### config.mk
export PLATFORM = sky130hd
export DESIGN_NAME = cmv_maint_view
export DESIGN_NICKNAME = d
export VERILOG_FILES = /design/src/shared/cmv_pkg.sv /design/src/hdl/cmv_maint_view.sv
export VERILOG_INCLUDE_DIRS = /design/src /design/src/shared
export SDC_FILE = /design/constraint.sdc
export NUM_CORES = 1
export LEC_CHECK = 0
export BUFFER_PORTS_ARGS = -buffer_cell sky130_fd_sc_hd__buf_2
export CAP_MARGIN = 15
export CORE_ASPECT_RATIO = 1.2
export CORE_UTILIZATION = 38
export DETAILED_ROUTE_END_ITERATION = 10
export PLACE_DENSITY = 0.58
export SLEW_MARGIN = 15
export SYNTH_ARGS = -nofsm -noshare
export SYNTH_HDL_FRONTEND = slang
export SYNTH_SLANG_ARGS = --single-unit
### constraint.sdc
create_clock -name aclk -period 5.1 [get_ports aclk]
set_input_delay 1.02 -clock aclk [delete_from_list [all_inputs] [get_ports aclk]]
set_output_delay 1.02 -clock aclk [all_outputs]
set_load 0.005 [all_outputs]
### src/shared/cmv_regs.svh
// Register offsets, field positions and reset values of the maintenance view
`ifndef CMV_REGS_SVH
`define CMV_REGS_SVH

// Byte offsets of the three registers
`define CMV_OFF_MAINT_OUT   8'h00
`define CMV_OFF_MAINT_IN    8'h04
`define CMV_OFF_CONTROL     8'h08

// Address bits that are decoded
`define CMV_ADDR_MSB        7
`define CMV_ADDR_LSB        2

// Field positions inside control_bits
`define CMV_CB_LOCKOUT      15
`define CMV_CB_TIME_STATE   3
`define CMV_CB_PHASE_MSB    2
`define CMV_CB_PHASE_LSB    0

// Byte lanes
`define CMV_LANE_LOW        0
`define CMV_LANE_HIGH       1

// Reset values
`define CMV_RST_WORD        16'h0000
`define CMV_RST_BYTE        8'h00
`define CMV_RST_PHASE       3'h0
`define CMV_RST_DATA        32'h0000_0000

// Response codes
`define CMV_RESP_OKAY       2'h0
`define CMV_RESP_DECERR     2'h3

`endif

### src/shared/cmv_pkg.sv
// Types shared by the channel maintenance view registers
package cmv_pkg;

  // Outbound control lines, upper byte of maint_out_lines
  typedef struct packed {
    logic operational_out;
    logic hold_out;
    logic select_out;
    logic suppress_out;
    logic address_out;
    logic command_out;
    logic service_out;
    logic outbound_parity;
  } cmv_out_ctl_t;

  // Inbound control lines, upper byte of maint_in_lines
  typedef struct packed {
    logic operational_in;
    logic select_in;
    logic request_in;
    logic address_in;
    logic status_in;
    logic service_in;
    logic clock_out_line;
    logic inbound_parity;
  } cmv_in_ctl_t;

  // Outbound register word
  typedef struct packed {
    cmv_out_ctl_t outbound_control_byte;
    logic [7:0]   outbound_data_byte;
  } cmv_out_word_t;

  // Inbound register word
  typedef struct packed {
    cmv_in_ctl_t  inbound_control_byte;
    logic [7:0]   inbound_data_byte;
  } cmv_in_word_t;

  // Register selected by an address
  typedef enum logic [1:0] {
    CMV_SEL_NONE,
    CMV_SEL_OUT,
    CMV_SEL_IN,
    CMV_SEL_CTL
  } cmv_sel_t;

endpackage

### src/hdl/cmv_maint_view.sv
// Channel maintenance view registers behind an AXI4-Lite slave
`timescale 1ns/100ps
`default_nettype none
`include "cmv_regs.svh"

// ****************************************************************
// ****************************************************************

module cmv_maint_view
  import cmv_pkg::*;
#(
  parameter int ADDR_W = 8
) (
  input  wire logic                aclk,
  input  wire logic                aresetn,
  input  wire logic                ce,
  // AXI4-Lite write address
  input  wire logic [ADDR_W-1:0]   s_axi_awaddr,
  input  wire logic [2:0]          s_axi_awprot,
  input  wire logic                s_axi_awvalid,
  output logic                     s_axi_awready,
  // AXI4-Lite write data
  input  wire logic [31:0]         s_axi_wdata,
  input  wire logic [3:0]          s_axi_wstrb,
  input  wire logic                s_axi_wvalid,
  output logic                     s_axi_wready,
  // AXI4-Lite write response
  output logic [1:0]               s_axi_bresp,
  output logic                     s_axi_bvalid,
  input  wire logic                s_axi_bready,
  // AXI4-Lite read address
  input  wire logic [ADDR_W-1:0]   s_axi_araddr,
  input  wire logic [2:0]          s_axi_arprot,
  input  wire logic                s_axi_arvalid,
  output logic                     s_axi_arready,
  // AXI4-Lite read data
  output logic [31:0]              s_axi_rdata,
  output logic [1:0]               s_axi_rresp,
  output logic                     s_axi_rvalid,
  input  wire logic                s_axi_rready,
  // Channel cable lines, asynchronous pins
  input  wire cmv_out_word_t       cable_out_lines,
  // Inbound lines driven by the interface logic
  input  wire cmv_in_ctl_t         inbound_lines,
  input  wire logic [7:0]          inbound_enabled_data,
  // Sequencer state, same clock
  input  wire logic                online,
  input  wire logic [2:0]          major_phase,
  input  wire logic                time_state_flop,
  // Lockout towards the programmable registers
  output logic                     register_write_lockout
);

  // ****************************************************************
  // Declarations
  // ****************************************************************

  cmv_out_word_t   out_sync1;
  cmv_out_word_t   out_sync2;
  cmv_out_word_t   maint_out_lines;
  cmv_in_word_t    maint_in_lines;
  logic [7:0]      offline_outbound_buffer;
  logic [2:0]      phase_seen;
  logic            time_state_seen;
  logic [15:0]     control_bits;

  logic            aw_held;
  logic            w_held;
  logic [ADDR_W-1:0] aw_addr;
  logic [31:0]     w_data;
  logic [3:0]      w_strb;
  logic            do_write;
  cmv_sel_t        wr_sel;
  cmv_sel_t        rd_sel;
  logic [31:0]     next_rdata;

  // ****************************************************************
  // Functions
  // ****************************************************************

  // Address to register select
  function automatic cmv_sel_t decode(input logic [ADDR_W-1:0] addr);
    logic [7:0] a;
    a = 8'(addr);
    if (a[1:0] != 2'h0) begin
      decode = CMV_SEL_NONE;
    end else if (a == `CMV_OFF_MAINT_OUT) begin
      decode = CMV_SEL_OUT;
    end else if (a == `CMV_OFF_MAINT_IN) begin
      decode = CMV_SEL_IN;
    end else if (a == `CMV_OFF_CONTROL) begin
      decode = CMV_SEL_CTL;
    end else begin
      decode = CMV_SEL_NONE;
    end
  endfunction

  // Word padded from a 16-bit register
  function automatic logic [31:0] widen(input logic [15:0] v);
    widen = {16'h0000, v};
  endfunction

  // ****************************************************************
  // Line sampling
  // ****************************************************************

  // Two-flop synchroniser for the cable lines
  always_ff @(posedge aclk) begin
    if (!aresetn) begin
      out_sync1 <= `CMV_RST_WORD;
      out_sync2 <= `CMV_RST_WORD;
    end else if (ce) begin
      out_sync1 <= cable_out_lines;
      out_sync2 <= out_sync1;
    end
  end

  // Outbound mirror, sampled once a cycle
  always_ff @(posedge aclk) begin
    if (!aresetn) begin
      maint_out_lines <= `CMV_RST_WORD;
    end else if (ce) begin
      maint_out_lines.outbound_control_byte <=
        out_sync2.outbound_control_byte;
      if (online) begin
        maint_out_lines.outbound_data_byte <=
          out_sync2.outbound_data_byte;
      end else begin
        maint_out_lines.outbound_data_byte <=
          offline_outbound_buffer;
      end
    end
  end

  // Inbound mirror, sampled once a cycle
  always_ff @(posedge aclk) begin
    if (!aresetn) begin
      maint_in_lines <= `CMV_RST_WORD;
    end else if (ce) begin
      maint_in_lines.inbound_control_byte <= inbound_lines;
      maint_in_lines.inbound_data_byte    <= inbound_enabled_data;
    end
  end

  // Phase and time state capture
  always_ff @(posedge aclk) begin
    if (!aresetn) begin
      phase_seen <= `CMV_RST_PHASE;
      time_state_seen <= 1'b0;
    end else if (ce) begin
      phase_seen <= major_phase;
      time_state_seen <= time_state_flop;
    end
  end

  // Control bits word as read
  always_comb begin
    control_bits = `CMV_RST_WORD;
    control_bits[`CMV_CB_LOCKOUT] = register_write_lockout;
    control_bits[`CMV_CB_TIME_STATE] = time_state_seen;
    control_bits[`CMV_CB_PHASE_MSB:`CMV_CB_PHASE_LSB] = phase_seen;
  end

  // ****************************************************************
  // Write channel
  // ****************************************************************

  assign do_write = aw_held && w_held && !s_axi_bvalid;
  assign wr_sel   = decode(aw_addr);

  // Address capture
  always_ff @(posedge aclk) begin
    if (!aresetn) begin
      aw_held       <= 1'b0;
      aw_addr       <= '0;
      s_axi_awready <= 1'b1;
    end else if (ce) begin
      if (s_axi_awvalid && s_axi_awready) begin
        aw_held       <= 1'b1;
        aw_addr       <= s_axi_awaddr;
        s_axi_awready <= 1'b0;
      end else if (do_write) begin
        aw_held <= 1'b0;
      end else if (s_axi_bvalid && s_axi_bready) begin
        s_axi_awready <= 1'b1;
      end
    end
  end

  // Data capture
  always_ff @(posedge aclk) begin
    if (!aresetn) begin
      w_held       <= 1'b0;
      w_data       <= `CMV_RST_DATA;
      w_strb       <= 4'h0;
      s_axi_wready <= 1'b1;
    end else if (ce) begin
      if (s_axi_wvalid && s_axi_wready) begin
        w_held       <= 1'b1;
        w_data       <= s_axi_wdata;
        w_strb       <= s_axi_wstrb;
        s_axi_wready <= 1'b0;
      end else if (do_write) begin
        w_held <= 1'b0;
      end else if (s_axi_bvalid && s_axi_bready) begin
        s_axi_wready <= 1'b1;
      end
    end
  end

  // Write response
  always_ff @(posedge aclk) begin
    if (!aresetn) begin
      s_axi_bvalid <= 1'b0;
      s_axi_bresp  <= `CMV_RESP_OKAY;
    end else if (ce) begin
      if (do_write) begin
        s_axi_bvalid <= 1'b1;
        s_axi_bresp  <= (wr_sel == CMV_SEL_NONE) ?
                        `CMV_RESP_DECERR : `CMV_RESP_OKAY;
      end else if (s_axi_bvalid && s_axi_bready) begin
        s_axi_bvalid <= 1'b0;
      end
    end
  end

  // Offline buffer, written through the low data lane
  always_ff @(posedge aclk) begin
    if (!aresetn) begin
      offline_outbound_buffer <= `CMV_RST_BYTE;
    end else if (ce) begin
      if (do_write && wr_sel == CMV_SEL_OUT && w_strb[`CMV_LANE_LOW]) begin
        offline_outbound_buffer <= w_data[7:0];
      end
    end
  end

  // Lockout flag, written through the high data lane
  always_ff @(posedge aclk) begin
    if (!aresetn) begin
      register_write_lockout <= 1'b0;
    end else if (ce) begin
      if (do_write && wr_sel == CMV_SEL_CTL && w_strb[`CMV_LANE_HIGH]) begin
        register_write_lockout <= w_data[`CMV_CB_LOCKOUT];
      end
    end
  end

  // ****************************************************************
  // Read channel
  // ****************************************************************

  assign rd_sel = decode(s_axi_araddr);

  // Read data selection
  always_comb begin
    next_rdata = `CMV_RST_DATA;
    unique case (rd_sel)
      CMV_SEL_OUT: begin
        next_rdata = widen(maint_out_lines);
      end
      CMV_SEL_IN: begin
        next_rdata = widen(maint_in_lines);
      end
      CMV_SEL_CTL: begin
        next_rdata = widen(control_bits);
      end
      CMV_SEL_NONE: begin
        next_rdata = `CMV_RST_DATA;
      end
    endcase
  end

  // Read address and data
  always_ff @(posedge aclk) begin
    if (!aresetn) begin
      s_axi_arready <= 1'b1;
      s_axi_rvalid  <= 1'b0;
      s_axi_rdata   <= `CMV_RST_DATA;
      s_axi_rresp   <= `CMV_RESP_OKAY;
    end else if (ce) begin
      if (s_axi_arvalid && s_axi_arready) begin
        s_axi_arready <= 1'b0;
        s_axi_rvalid  <= 1'b1;
        s_axi_rdata   <= next_rdata;
        s_axi_rresp   <= (rd_sel == CMV_SEL_NONE) ?
                         `CMV_RESP_DECERR : `CMV_RESP_OKAY;
      end else if (s_axi_rvalid && s_axi_rready) begin
        s_axi_rvalid  <= 1'b0;
        s_axi_arready <= 1'b1;
      end
    end
  end

endmodule
`default_nettype wire

After elaboration in Yosys (flattened, before gate mapping)

Cells that the tools add are included.

Register bits: 146
Input port bits: 103
Output and inout port bits: 42
Word-level logic and storage cells: 125

Eq/ne operators: 11
Muxes and demuxes: 25
Reduce and logical (&&, ||, !) cells: 36

Operators by type and width:

| cell                                                                  | number |
|---|---|
| 32-bit case mux with 4 select lines                                   | 1 |
| 2-bit two-way mux                                                     | 10 |
| 2-bit AND reduction                                                   | 10 |
| 8-bit by 3-bit equality test with 1-bit output, second input constant | 2 |
| 8-bit by 4-bit equality test with 1-bit output, second input constant | 2 |
| 8-bit zero test                                                       | 2 |
| 2-bit nonzero test                                                    | 8 |
| 1-bit two-way mux                                                     | 13 |
| 1-bit logical AND                                                     | 11 |
| 8-bit two-way mux                                                     | 1 |
| 2-bit equality test, second input constant                            | 3 |
| 3-bit AND reduction                                                   | 2 |
| 2-bit by 1-bit equality test with 1-bit output, second input constant | 2 |
| 2-bit zero test                                                       | 2 |
| 2-bit by 1-bit != test with 1-bit output, second input constant       | 2 |
| 1-bit zero test                                                       | 1 |

Depth between registers and ports, before layout

Word-level depth: 9
Mapped depth: 6
Gate-level depth less buffers: 3

Least setup slack after synthesis

No wires, ideal clock.

Path kind: input-to-reg
Start point: input port ce
End point: register offline_outbound_buffer[0]
Library setup time: 0.072 ns
Arrival time: 2.259 ns
Required time: 5.028 ns
Slack: 2.770 ns
Cell stages on the path: 4
Path buffers: 1
Cell sequence: buf_2 nand4b_1 nor4_4 mux2i_1

Word-level cells in the longest chain between the ends: 1

Ends and longest elaborated chain:

| element                              | RTL line              | RTL |
|---|---|---|
| start, declared                      | cmv_maint_view.sv:16  | `input wire logic ce,` |
| 2-bit AND reduction (no source line) | --                    |  |
| end signal, assigned                 | cmv_maint_view.sv:230 | `` offline_outbound_buffer <= `CMV_RST_BYTE; `` |
| end signal, assigned                 | cmv_maint_view.sv:233 | `offline_outbound_buffer <= w_data[7:0];` |
| end, declared                        | cmv_maint_view.sv:62  | `logic [7:0] offline_outbound_buffer;` |

Every way passes these cells.
A chain may end at the register's enable or synchronous reset.

Final worst setup path

Start point: input port ce
End point: register w_data[15]

Word-level cells in the longest chain between the ends: 1

Ends and longest elaborated chain:

| element                              | RTL line              | RTL |
|---|---|---|
| 2-bit AND reduction (no source line) | --                    |  |
| end signal, assigned                 | cmv_maint_view.sv:194 | `` w_data <= `CMV_RST_DATA; `` |
| end signal, assigned                 | cmv_maint_view.sv:200 | `w_data <= s_axi_wdata;` |
| end, declared                        | cmv_maint_view.sv:70  | `logic [31:0] w_data;` |

Every way passes these cells.

==> results_dict.tcl <==
set metrics [dict create \
    status "completed" \
    clock-root-buffer "clkbuf_16" \
    overflow 0 \
    drc_errors 0 \
    netlist_area_um2 4990 \
    drt_iter0_markers 121 \
    synth_compound_area_frac 0.103 \
    synth_async_sr_flop_share 0 \
    die-width_um 107 \
    peakVddDrop_v 0.000186 \
    synth.area.top_cells "dfxtp_1, mux2i_1, nor2b_1" \
    fin_crit_ns 2.77 \
    start_kind "input pin" \
    yosysSeqAreaShare 0.486 \
    setup_ws_ns 2.33 \
    rsz0062_at_grt "false" \
    netlist_instances 494 \
    slew_headroom 0.518 \
    grt_pass1_vias 3502 \
    avgViaCountPerCell 4.73 \
    antenna_found_initial 0 \
    synth_top_area_share 0.486 \
    fillCellCount 1237 \
    cts_setup_buffers 0 \
    max_clock_freq_mhz 361 \
    grtUsageTotal 0.162 \
    hold_slack_ns 0.456 \
    synth_top_family_by_area "multiplexers" \
    synth-main-ff-cell "dfxtp_1" \
    path_class "input pin to flop" \
    hold_buffers 0 \
    hpwl_um 6920 \
    multiInputGateArea_um2 2350 \
    yosys-mux-area-fraction 0.179 \
    cts_buffers 17 \
    cts.repair.resized 0 \
    finalHoldViolations 0 \
    initial_core_util 0.392 \
    worstMarginPinSlew_ns 0.717 \
    cts_sinks 121 \
    synth_commonest_cells "dfxtp_1, mux2i_1, nand2_1" \
    p_per_area_nw_per_um2 383 \
    synth_edf_count 0 \
    synth_top_cell_by_area "dfxtp_1" \
    gp_congestion 0.755 \
    cp.arrival_ns 3.06 \
    hold_path.class "flop to flop" \
    tns_ns 0 \
    drv_cap 0 \
    clkTransAtPathRegs_ns 0.05 \
    cts_tree "built" \
    grt_max_degree 74 \
    h-tree-depth 4 \
    worstPathRequired_ns 5.39 \
    clock_path_buffers 2 \
    end_kind "flop" \
    placementRows 45 \
    timing_max_transition_violations_final 0 \
    syn2layout_area_growth_pct 22.0 \
    yosysWarnings 0 \
    die_h_um 127 \
    synth_area_per_cell_um2 10.1 \
    drive_above_1_share 0.225 \
    pre_cts_ws_ns 1.93 \
    die-area_um2 13600 \
    drt_first_pass_iters 4 \
    detail_route.wl_per_cell_um 13.6 \
    synth_xor_area_frac 0 \
    pin_count 145 \
    grt_pass1_wl_um 17200 \
    register_area_um2 2420 \
    fin_crit_sh 0.543 \
    setup_viol 0 \
    ant_nets 0 \
    clock_latency_ns 0.41 \
    core_um2 12700 \
    ys_types 34 \
    leakagePower_uw 0.00268 \
    fin_skew_ns 0.00604 \
    synth_seq_cells 121 \
    io_buffers 97 \
    diodes 0 \
    yosysMostFrequentCell "dfxtp_1" \
    critPathMaxFanout 49 \
    synth_fa_ha_area_frac 0 \
    vias 3574 \
    finalNetCount 682 \
    synth-simple-area-share 0.177 \
    routed_wl_um 10300 \
]
## flip-flops by register name, summed over array words and instances (netlist names), 2 cells and up
| name | cells |
|---|---|
| phase_seen | 3 |
| out_sync1 | 16 |
| s_axi_rdata | 16 |
| w_data | 9 |
| aw_addr | 8 |
| maint_out_lines | 16 |
| maint_in_lines | 16 |
| offline_outbound_buffer | 8 |
| w_strb | 2 |
| out_sync2 | 16 |
## final timing paths
check | start | to | slack (ns) | depth (start not counted)
worst min-delay path | aw_addr[7] | aw_addr[7] | 0.46 | 2
worst max-delay path | ce | w_data[15] | 2.33 | 5
worst min register to register | aw_addr[7] | aw_addr[7] | 0.46 | 2
worst max register to register | aw_addr[0] | offline_outbound_buffer[1] | 3.26 | 3
## kinds of logic after synthesis
logic type | Yosys count
mux | 89
other cells | 1
compound gates | 64
buf+inv | 53
simple gates | 166
flops | 121
## placed cells by master, fill, tap and decap left out, drive strengths merged, types with 2 or more instances in the layout
master	n
bufinv	2
a221o	4
nor2b	65
mux2i	89
nand3	4
a21boi	20
dfxtp	121
nand2	72
and2	5
clkinv	5
and3	3
nand4b	2
nor4	7
o211a	9
inv	4
o21ai	3
a31oi	3
a21oi	3
buf	100
conb	16
o2bb2ai	12
clkbuf	24
a22oi	8
## final cells by class
cell class              instances  share of cell area
flip-flops and latches        121               0.398
multi-input cells             335               0.386
repair buffers                100              0.0839
clock buffers                  24              0.0808
well taps                     164              0.0337
clock inverters                 8              0.0152
inverters                       4             0.00247
## layer usage
metal	share of wire	GRT usage
met3	0.041	0.0423
met1	0.47	0.199
met4	0.017	0.0798
met5	0	0
met2	0.48	0.260
## worst max-delay path: stages
cell      delay [ns]
buf_4           0.52
buf_4           0.66
nand3_1         0.50
nand2_1         0.18
a21boi_0        0.10
## where the power goes
part / total, uW / switching [uW] / internal, uW
sequential: 1010 / 21.1 / 984
combinational: 166 / 85.8 / 80.3
clock: 1160 / 392 / 765
total: 2330 / 499 / 1830
## through the flow
step                      utilization  cell area (um^2)  power, uW  instances
after floorplan                     -              5040       1140        509
after global placement          0.432              5500       1190        724
final                           0.478              6080       2330        756
after detailed placement        0.432              5500       1190        724
after CTS                       0.478              6080       2360        756
after global routing            0.478              6080       2430        756
(Power assumes the default switching activity.)
